--- src/shared/ser_pkg.sv ---
`default_nettype none
package ser_pkg;

    // ------------------------------------------------------------------
    // Register set
    // ------------------------------------------------------------------
    localparam int unsigned NUM_REGS = 11;
    localparam int unsigned REG_W    = 16;
    localparam int unsigned SEL_W    = 4;

    localparam logic [3:0] REG_DEVICE   = 4'h0;
    localparam logic [3:0] REG_OPER     = 4'h1;
    localparam logic [3:0] REG_OPER_CAL = 4'h2;
    localparam logic [3:0] REG_OPER_LLF = 4'h3;
    localparam logic [3:0] REG_OPER_MEA = 4'h4;
    localparam logic [3:0] REG_OPER_SEN = 4'h5;
    localparam logic [3:0] REG_OPER_TRG = 4'h6;
    localparam logic [3:0] REG_OPER_ULF = 4'h7;
    localparam logic [3:0] REG_QUAL     = 4'h8;
    localparam logic [3:0] REG_QUAL_CAL = 4'h9;
    localparam logic [3:0] REG_QUAL_POW = 4'ha;

    // ------------------------------------------------------------------
    // Summary bit positions in the parent condition words
    // ------------------------------------------------------------------
    localparam int unsigned BIT_OPER_CAL = 0;
    localparam int unsigned BIT_OPER_MEA = 4;
    localparam int unsigned BIT_OPER_TRG = 5;
    localparam int unsigned BIT_OPER_SEN = 10;
    localparam int unsigned BIT_OPER_LLF = 11;
    localparam int unsigned BIT_OPER_ULF = 12;
    localparam int unsigned BIT_QUAL_POW = 3;
    localparam int unsigned BIT_QUAL_CAL = 8;

    // ------------------------------------------------------------------
    // Reset values
    // ------------------------------------------------------------------
    localparam logic [15:0] RST_ENABLE  = 16'h0000;
    localparam logic [15:0] RST_FALLING = 16'h0000;
    localparam logic [15:0] RST_RISING  = 16'hffff;
    localparam logic [15:0] RST_ZERO    = 16'h0000;

    // ------------------------------------------------------------------
    // Error queue
    // ------------------------------------------------------------------
    localparam int unsigned ERRQ_DEPTH = 8;
    localparam int unsigned ERRQ_AW    = 3;
    localparam logic signed [15:0] ERR_NONE = 16'sh0000;

    // ------------------------------------------------------------------
    // Command access kinds
    // ------------------------------------------------------------------
    typedef enum logic [2:0] {
        SER_CMD_RD_COND,
        SER_CMD_RD_EVENT,
        SER_CMD_WR_ENABLE,
        SER_CMD_WR_FALLING,
        SER_CMD_WR_RISING,
        SER_CMD_RD_ENABLE
    } ser_cmd_t;

endpackage
`default_nettype wire

--- src/ser_err_queue.sv ---
`timescale 1ns/100ps
`default_nettype none

// ----------------------------------------------------------------------
// Error queue, newest entry popped first.
// ----------------------------------------------------------------------
module ser_err_queue (
    input  wire logic               clk_sys_in,
    input  wire logic               rst_in,
    input  wire logic               push_in,
    input  wire logic signed [15:0] push_code_in,
    input  wire logic               pop_in,
    output logic signed      [15:0] top_out,
    output logic             [3:0]  count_out
);

    logic signed [15:0] mem_r [ser_pkg::ERRQ_DEPTH];
    logic signed [15:0] mem_nxt [ser_pkg::ERRQ_DEPTH];
    logic [3:0]         cnt_r;
    logic [3:0]         cnt_nxt;
    logic [3:0]         top_idx;
    logic               do_pop;

    // A push into a full queue drops the new entry, since the
    // oldest ones usually carry the root cause.
    always_comb begin
        mem_nxt = mem_r;
        cnt_nxt = cnt_r;
        do_pop  = pop_in && (cnt_r != 4'h0);
        top_idx = cnt_r - 4'h1;
        if (do_pop) begin
            cnt_nxt = cnt_r - 4'h1;
        end
        if (push_in && (cnt_nxt != 4'(ser_pkg::ERRQ_DEPTH))) begin
            mem_nxt[cnt_nxt[ser_pkg::ERRQ_AW-1:0]] = push_code_in;
            cnt_nxt = cnt_nxt + 4'h1;
        end
    end

    always_ff @(posedge clk_sys_in or posedge rst_in) begin
        if (rst_in) begin
            cnt_r <= 4'h0;
            for (int i = 0; i < ser_pkg::ERRQ_DEPTH; i++) begin
                mem_r[i] <= ser_pkg::ERR_NONE;
            end
        end else begin
            cnt_r <= cnt_nxt;
            mem_r <= mem_nxt;
        end
    end

    assign top_out   = (cnt_r == 4'h0) ? ser_pkg::ERR_NONE
                                       : mem_r[top_idx[ser_pkg::ERRQ_AW-1:0]];
    assign count_out = cnt_r;

endmodule

`default_nettype wire

--- src/ser_stat_reg.sv ---
`timescale 1ns/100ps
`default_nettype none

// ----------------------------------------------------------------------
// One status register: condition, two filters, event latch, enable.
// ----------------------------------------------------------------------
module ser_stat_reg (
    input  wire logic        clk_sys_in,
    input  wire logic        rst_in,
    input  wire logic [15:0] cond_in,
    input  wire logic        preset_in,
    input  wire logic        ev_clr_in,
    input  wire logic        wr_en_in,
    input  wire logic        wr_fall_in,
    input  wire logic        wr_rise_in,
    input  wire logic [15:0] wr_data_in,
    output logic      [15:0] cond_out,
    output logic      [15:0] event_out,
    output logic      [15:0] enable_out,
    output logic      [15:0] rising_filter_out,
    output logic      [15:0] falling_filter_out,
    output logic             summary_out
);

    logic [15:0] cond_r;
    logic [15:0] event_r;
    logic [15:0] event_nxt;
    logic [15:0] enable_r;
    logic [15:0] enable_nxt;
    logic [15:0] rise_r;
    logic [15:0] rise_nxt;
    logic [15:0] fall_r;
    logic [15:0] fall_nxt;
    logic        summary_r;
    logic        summary_nxt;
    logic [15:0] hit;

    always_comb begin
        hit = (rise_r & cond_in & ~cond_r)
            | (fall_r & ~cond_in & cond_r);
        // A new edge in the clearing cycle survives the clear.
        event_nxt = (ev_clr_in ? ser_pkg::RST_ZERO : event_r) | hit;
        enable_nxt = wr_en_in ? wr_data_in : enable_r;
        rise_nxt   = wr_rise_in ? wr_data_in : rise_r;
        fall_nxt   = wr_fall_in ? wr_data_in : fall_r;
        if (preset_in) begin
            enable_nxt = ser_pkg::RST_ENABLE;
            rise_nxt   = ser_pkg::RST_RISING;
            fall_nxt   = ser_pkg::RST_FALLING;
        end
        summary_nxt = |(event_r & enable_r);
    end

    always_ff @(posedge clk_sys_in or posedge rst_in) begin
        if (rst_in) begin
            cond_r    <= ser_pkg::RST_ZERO;
            event_r   <= ser_pkg::RST_ZERO;
            enable_r  <= ser_pkg::RST_ENABLE;
            rise_r    <= ser_pkg::RST_RISING;
            fall_r    <= ser_pkg::RST_FALLING;
            summary_r <= 1'b0;
        end else begin
            cond_r    <= cond_in;
            event_r   <= event_nxt;
            enable_r  <= enable_nxt;
            rise_r    <= rise_nxt;
            fall_r    <= fall_nxt;
            summary_r <= summary_nxt;
        end
    end

    assign cond_out           = cond_r;
    assign event_out          = event_r;
    assign enable_out         = enable_r;
    assign rising_filter_out  = rise_r;
    assign falling_filter_out = fall_r;
    assign summary_out        = summary_r;

endmodule

`default_nettype wire

--- src/ser_status_event_reporting.sv ---
`timescale 1ns/100ps
`default_nettype none

// Function
// - Preset restores filters and enables at once.
// - Error pop returns newest entry, removes it.
// - Error codes signed; positive module, negative standard.
// - Empty queue pops zero, queue unchanged.
// - Condition reads never alter condition bits.
// - Event reads return latched bits, then clear.
// - Enabled event raises parent summary; enable resets 0.
// - Falling filter latches one-to-zero changes; resets 0.
// - Rising filter latches zero-to-one changes; resets ones.
// - Device, operating, quality groups with subgroups.

module ser_status_event_reporting (
    input  wire logic               clk_sys_in,
    input  wire logic               rst_in,
    input  wire logic [15:0]        dev_cond_in,
    input  wire logic [15:0]        oper_cond_in,
    input  wire logic [15:0]        oper_cal_cond_in,
    input  wire logic [15:0]        oper_llf_cond_in,
    input  wire logic [15:0]        oper_mea_cond_in,
    input  wire logic [15:0]        oper_sen_cond_in,
    input  wire logic [15:0]        oper_trg_cond_in,
    input  wire logic [15:0]        oper_ulf_cond_in,
    input  wire logic [15:0]        qual_cond_in,
    input  wire logic [15:0]        qual_cal_cond_in,
    input  wire logic [15:0]        qual_pow_cond_in,
    input  wire logic               err_push_in,
    input  wire logic signed [15:0] err_code_in,
    input  wire logic               cmd_valid_in,
    input  wire logic [2:0]         cmd_kind_in,
    input  wire logic [3:0]         cmd_sel_in,
    input  wire logic [15:0]        cmd_data_in,
    input  wire logic               preset_in,
    input  wire logic               err_pop_in,
    output logic                    rsp_valid_out,
    output logic [15:0]             rsp_data_out,
    output logic                    oper_summary_out,
    output logic                    qual_summary_out,
    output logic                    dev_summary_out,
    output logic [3:0]              err_count_out
);

    // ------------------------------------------------------------------
    // Status registers
    // ------------------------------------------------------------------
    logic [15:0] cond_w  [ser_pkg::NUM_REGS];
    logic [15:0] cond_q  [ser_pkg::NUM_REGS];
    logic [15:0] event_q [ser_pkg::NUM_REGS];
    logic [15:0] en_q    [ser_pkg::NUM_REGS];
    logic        sum_q   [ser_pkg::NUM_REGS];
    logic [15:0] oper_cond_mix;
    logic [15:0] qual_cond_mix;
    ser_pkg::ser_cmd_t kind;

    assign kind = ser_pkg::ser_cmd_t'(cmd_kind_in);

    function automatic logic hit_sel(input logic v, input logic [3:0] s, input int unsigned idx);
        hit_sel = v && (s == 4'(idx));
    endfunction

    // Subgroup summaries are folded into the parent condition word.
    always_comb begin
        oper_cond_mix = oper_cond_in;
        oper_cond_mix[ser_pkg::BIT_OPER_CAL] = sum_q[ser_pkg::REG_OPER_CAL];
        oper_cond_mix[ser_pkg::BIT_OPER_MEA] = sum_q[ser_pkg::REG_OPER_MEA];
        oper_cond_mix[ser_pkg::BIT_OPER_TRG] = sum_q[ser_pkg::REG_OPER_TRG];
        oper_cond_mix[ser_pkg::BIT_OPER_SEN] = sum_q[ser_pkg::REG_OPER_SEN];
        oper_cond_mix[ser_pkg::BIT_OPER_LLF] = sum_q[ser_pkg::REG_OPER_LLF];
        oper_cond_mix[ser_pkg::BIT_OPER_ULF] = sum_q[ser_pkg::REG_OPER_ULF];
        qual_cond_mix = qual_cond_in;
        qual_cond_mix[ser_pkg::BIT_QUAL_POW] = sum_q[ser_pkg::REG_QUAL_POW];
        qual_cond_mix[ser_pkg::BIT_QUAL_CAL] = sum_q[ser_pkg::REG_QUAL_CAL];
    end

    // Condition inputs are from same-clock measurement logic.
    assign cond_w[ser_pkg::REG_DEVICE]   = dev_cond_in;
    assign cond_w[ser_pkg::REG_OPER]     = oper_cond_mix;
    assign cond_w[ser_pkg::REG_OPER_CAL] = oper_cal_cond_in;
    assign cond_w[ser_pkg::REG_OPER_LLF] = oper_llf_cond_in;
    assign cond_w[ser_pkg::REG_OPER_MEA] = oper_mea_cond_in;
    assign cond_w[ser_pkg::REG_OPER_SEN] = oper_sen_cond_in;
    assign cond_w[ser_pkg::REG_OPER_TRG] = oper_trg_cond_in;
    assign cond_w[ser_pkg::REG_OPER_ULF] = oper_ulf_cond_in;
    assign cond_w[ser_pkg::REG_QUAL]     = qual_cond_mix;
    assign cond_w[ser_pkg::REG_QUAL_CAL] = qual_cal_cond_in;
    assign cond_w[ser_pkg::REG_QUAL_POW] = qual_pow_cond_in;

    for (genvar g = 0; g < ser_pkg::NUM_REGS; g++) begin : g_reg
        ser_stat_reg u_reg (
            .clk_sys_in         (clk_sys_in),
            .rst_in             (rst_in),
            .cond_in            (cond_w[g]),
            .preset_in          (preset_in),
            .ev_clr_in          (hit_sel(cmd_valid_in && kind == ser_pkg::SER_CMD_RD_EVENT,
                                         cmd_sel_in, g)),
            .wr_en_in           (hit_sel(cmd_valid_in && kind == ser_pkg::SER_CMD_WR_ENABLE,
                                         cmd_sel_in, g)),
            .wr_fall_in         (hit_sel(cmd_valid_in && kind == ser_pkg::SER_CMD_WR_FALLING,
                                         cmd_sel_in, g)),
            .wr_rise_in         (hit_sel(cmd_valid_in && kind == ser_pkg::SER_CMD_WR_RISING,
                                         cmd_sel_in, g)),
            .wr_data_in         (cmd_data_in),
            .cond_out           (cond_q[g]),
            .event_out          (event_q[g]),
            .enable_out         (en_q[g]),
            .rising_filter_out  (),
            .falling_filter_out (),
            .summary_out        (sum_q[g])
        );
    end

    // ------------------------------------------------------------------
    // Error queue
    // ------------------------------------------------------------------
    logic signed [15:0] err_top;
    logic [3:0]         err_cnt;

    ser_err_queue u_errq (
        .clk_sys_in   (clk_sys_in),
        .rst_in       (rst_in),
        .push_in      (err_push_in),
        .push_code_in (err_code_in),
        .pop_in       (err_pop_in),
        .top_out      (err_top),
        .count_out    (err_cnt)
    );

    // ------------------------------------------------------------------
    // Response path
    // ------------------------------------------------------------------
    logic        rsp_valid_r;
    logic        rsp_valid_nxt;
    logic [15:0] rsp_data_r;
    logic [15:0] rsp_data_nxt;
    logic        oper_sum_r;
    logic        qual_sum_r;
    logic        dev_sum_r;
    logic [3:0]  err_cnt_r;
    logic        sel_ok;

    // A pop takes priority over a register read in the same cycle.
    // Reads of the event part show the value before clearing.
    always_comb begin
        sel_ok        = cmd_sel_in < 4'(ser_pkg::NUM_REGS);
        rsp_valid_nxt = err_pop_in;
        rsp_data_nxt  = ser_pkg::RST_ZERO;
        if (err_pop_in) begin
            rsp_data_nxt = err_top;
        end else if (cmd_valid_in && sel_ok) begin
            unique case (kind)
                ser_pkg::SER_CMD_RD_COND: begin
                    rsp_valid_nxt = 1'b1;
                    rsp_data_nxt  = cond_q[cmd_sel_in];
                end
                ser_pkg::SER_CMD_RD_EVENT: begin
                    rsp_valid_nxt = 1'b1;
                    rsp_data_nxt  = event_q[cmd_sel_in];
                end
                ser_pkg::SER_CMD_RD_ENABLE: begin
                    rsp_valid_nxt = 1'b1;
                    rsp_data_nxt  = en_q[cmd_sel_in];
                end
                default: begin
                    rsp_valid_nxt = 1'b0;
                end
            endcase
        end
    end

    always_ff @(posedge clk_sys_in or posedge rst_in) begin
        if (rst_in) begin
            rsp_valid_r <= 1'b0;
            rsp_data_r  <= ser_pkg::RST_ZERO;
            oper_sum_r  <= 1'b0;
            qual_sum_r  <= 1'b0;
            dev_sum_r   <= 1'b0;
            err_cnt_r   <= 4'h0;
        end else begin
            rsp_valid_r <= rsp_valid_nxt;
            rsp_data_r  <= rsp_data_nxt;
            oper_sum_r  <= sum_q[ser_pkg::REG_OPER];
            qual_sum_r  <= sum_q[ser_pkg::REG_QUAL];
            dev_sum_r   <= sum_q[ser_pkg::REG_DEVICE];
            err_cnt_r   <= err_cnt;
        end
    end

    assign rsp_valid_out    = rsp_valid_r;
    assign rsp_data_out     = rsp_data_r;
    assign oper_summary_out = oper_sum_r;
    assign qual_summary_out = qual_sum_r;
    assign dev_summary_out  = dev_sum_r;
    assign err_count_out    = err_cnt_r;

endmodule

`default_nettype wire

--- config.mk ---
export PLATFORM = sky130hd
export DESIGN_NAME = ser_status_event_reporting
export DESIGN_NICKNAME = d
export VERILOG_FILES = /design/src/shared/ser_pkg.sv /design/src/ser_err_queue.sv /design/src/ser_stat_reg.sv /design/src/ser_status_event_reporting.sv
export SDC_FILE = /design/constraint.sdc
export NUM_CORES = 2
export LEC_CHECK = 0
export CAP_MARGIN = 25
export CORE_MARGIN = 8
export CORE_UTILIZATION = 55
export CTS_CLUSTER_SIZE = 25
export DETAILED_ROUTE_END_ITERATION = 12
export DONT_BUFFER_PORTS = 1
export PLACE_DENSITY_LB_ADDON = 0.08
export SLEW_MARGIN = 30
export SYNTH_ARGS = -nofsm -noshare
export SYNTH_HDL_FRONTEND = slang
export SYNTH_SLANG_ARGS = --single-unit
export TNS_END_PERCENT = 30
--- constraint.sdc ---
create_clock -name clk_sys_in -period 37.2 [get_ports clk_sys_in]
set_input_delay 5.58 -clock clk_sys_in [delete_from_list [all_inputs] [get_ports clk_sys_in]]
set_output_delay 5.58 -clock clk_sys_in [all_outputs]
set_load 0.005 [all_outputs]
==> results.yml <==
cts:
  htree_levels: 3
  clk_latency_ps: 730
  clock_sinks: 1047
  cts-root-buf: "clkbuf_16"
  post_cts_buffers: 0
  ctsResizeCount: 0
  clkSlewWorstSetupHoldPaths_ps: 60
  clk_path_buf_depth: 3
  numCtsBuffers: 111
  cts_hold_buf: 0
  cts_tree: "built"
sta:
  period_share_pct: 23.3
  final_max_slew_viol_count: 396
  final.setup.tns_ps: 0
  tightest_slew_ps: 2440
  rsz0062_at_grt: "false"
  fmax_mhz: 116
  skew_ps: 33.6
  hold_viol: 0
  setup_viol: 0
  fin_crit_ps: 8660
  slew_headroom_pct: -62.6
die:
  io_pins: 245
  initial_core_util_pct: 55.4
  core-area_mm2: 0.0849
  row_count: 107
  dieArea_mm2: 0.0951
  die_y_um: 308
  die_x_um: 308
pwr:
  leakage_nw: 21.7
  irDropWorstVdd_mv: 0.0553
  comb_power_share_pct: 16.0
  clockPowerShare_pct: 39.4
  seqPwrFrac_pct: 44.7
  total_power_mw: 2.91
  switchingPower_mw: 0.798
  powerDensity_mw_per_mm2: 56.3
  swShare_pct: 27.4
  p_int_mw: 2.11
drt:
  viasPerCell: 6.47
  antenna_left: 0
  drtIter0Drc: 4852
  wl_per_cell_um: 30.8
  routed_wl_um: 172000
  firstDrtPassIters: 6
  drcViolationCount: 0
  vias: 36018
worst_setup_path:
  critical_path_buf_inv_count: 7
  path_common_cell: "buf_12"
  critPathTopFamily: "buffers and inverters"
  max_stage_delay_ps: 740
  path_cells: "inv_8 -> buf_12 -> buf_16 -> buf_12 -> buf_4 -> buf_12 -> buf_16"
  crit_path_top_delay_cell: "buf_4"
  end_kind: "async pin"
  critPathRequiredTime_ps: 38000
  worstSetupPathType: "input pin to async pin"
  worst-path-max-fanout: 168
  critPathLaunchType: "input pin"
  reg2reg_slack_ps: 32710
  worstPathArrival_ps: 9460
logic_synthesis:
  synth_nets: 4674
  yosysWarnings: 0
  ys.flop_type: "dfrtp_1"
  ys_seq_area_share_pct: 56.2
  synthArstFlopShare_pct: 100
  synth-edff-count: 0
  synthCells: 4450
  syn_avg_cell_area_um2: 10.6
  yosys.area.top_type: "dfrtp_1"
  synth.distinct_cells: 60
  synth_area_leaders: "dfrtp_1 46%, nand2_1 11%, dfstp_2 9.8%, mux4_2 5.7%, nand3b_1 5.7%"
  syn_area_mm2: 0.0470
  ys_ff_latch: 1047
  yosysTopAreaCellShare_pct: 46.4
final_layout:
  nNetsFinal: 4551
  layout_commonest_cell: "nand2_1"
  regArea_mm2: 0.0264
  multi_input_area_mm2: 0.0194
  fin_cells: 5570
  n_fill_cell: 7132
  drive_gt1_share_pct: 16.5
  utilization_pct: 60.9
  final_cell_mix: "1423 x nand2_1, 870 x dfrtp_1, 361 x a21oi_1"
  syn_to_final_growth_pct: 9.89
placed_design:
  portBuffers: 0
  dp_hpwl_um: 115000
  placed_cells: 5355
  gp_congestion: 1.02
global_route:
  grt_pass1_wl_um: 247000
  grt_pass1_vias: 34496
  antenna_found_initial: 9
  grt_overflow: 0
  grt_max_degree: 529
  groute.usage.overall_pct: 35.7
run_status:
  outcome: "complete, but fails checks"
  violations: "slew limit"
worst_hold_path:
  hold_path.class: "flip-flop to flip-flop"
run:
  drv_cap: 0
final cells by class:
class	instances	share of cell area, %
sequential	1047	51.1
multi-input combinational	3098	37.5
clock buffer	158	6.09
tap	1144	2.77
clock inverter	53	1.23
timing repair buffer	59	1.15
inverter	10	0.0920
antenna	1	0.00484
synth_stat cells, types with 3 or more instances:
| cell type | count |
|---|---|
| nand4_1 | 13 |
| nand3_1 | 78 |
| nor3_4 | 4 |
| clkbuf_1 | 229 |
| or2_2 | 3 |
| nor2b_1 | 6 |
| dfstp_2 | 176 |
| nand2b_1 | 6 |
| o21ai_0 | 7 |
| a32oi_1 | 4 |
| nand2_1 | 1423 |
| dfrtp_1 | 871 |
| a221oi_1 | 46 |
| inv_1 | 7 |
| a22o_1 | 47 |
| a221o_1 | 25 |
| buf_4 | 12 |
| o32ai_1 | 4 |
| a31oi_1 | 4 |
| nand3_2 | 4 |
| a21oi_1 | 361 |
| buf_1 | 11 |
| nand3b_1 | 355 |
| nor2_1 | 77 |
| nor3b_2 | 3 |
| ha_1 | 3 |
| buf_2 | 42 |
| mux4_2 | 120 |
| mux2i_1 | 62 |
| mux2_2 | 152 |
| nor3_1 | 7 |
| a22oi_1 | 37 |
| o211ai_1 | 191 |
| o2bb2ai_1 | 23 |
state kept, by name, indices dropped and copies added, names as in the netlist:
register / count
g.u_reg.enable_out: 176
g.u_reg.event_out: 176
oper_summary_out: 1
rsp_valid_out: 1
g.u_reg.falling_filter_out: 176
rsp_data_out: 16
g.u_reg.rising_filter_out: 176
g.u_reg.summary_out: 11
qual_summary_out: 1
dev_summary_out: 1
u_errq.mem_r: 128
err_count_out: 4
u_errq.count_out: 4
g.u_reg.cond_out: 176
cells by family (layout without fill, tap and decap cells):
| family | after synthesis | count (layout) | share of synthesized area [%] |
|---|---|---|---|
| AO/OA/AOI/OAI | 759 | 759 | 10.7 |
| buffers and inverters | 305 | 280 | 2.66 |
| adder cells (fa/ha/maj) | 3 | 3 | 0.0798 |
| flip-flops | 1047 | 1047 | 56.2 |
| XOR/XNOR | 5 | 5 | 0.133 |
| multiplexers | 336 | 336 | 10.8 |
| AND/OR/NAND/NOR | 1995 | 1995 | 19.5 |
| other | 0 | 1 | 0 |
routing by layer:
metal	GRT usage (%)	wire length [µm]
met2	52.9	75700
met3	11.6	20000
met5	0	128
met4	17.4	9970
met1	47.5	65900
power groups by stage:
stage | Combinational, mW | Clock (mW) | Sequential (mW)
floorplan | 0.345 | 0 | 1.29
global placement | 0.446 | 0 | 1.31
detailed placement | 0.457 | 0 | 1.32
CTS | 0.459 | 1.16 | 1.30
global route | 0.490 | 1.20 | 1.31
finish | 0.464 | 1.15 | 1.30
final timing paths:
check	cells after the start	from	endpoint
hold / removal	0	g_reg[8].u_reg.summary_out	qual_summary_out
setup reg to reg	11	u_errq.count_out[0]	u_errq.mem_r[79]
max in group clk_sys_in	5	cmd_sel_in[0]	g_reg[8].u_reg.event_out[7]
setup / recovery	7	rst_in	g_reg[6].u_reg.rising_filter_out[6]
hold reg to reg	0	g_reg[8].u_reg.summary_out	qual_summary_out
min in group asynchronous	1	rst_in	g_reg[2].u_reg.event_out[8]
stage by stage:
stage	hold WS (ps)	cell area (µm²)	worst slack [ps]
2_1_floorplan	331	47000	2440
3_3_place_gp	334	47700	27720
3_5_place_dp	341	47800	27750
4_1_cts	358	51600	28510
5_1_grt	367	51700	27970
6_report	357	51700	28540
(Power assumes the default switching activity.)
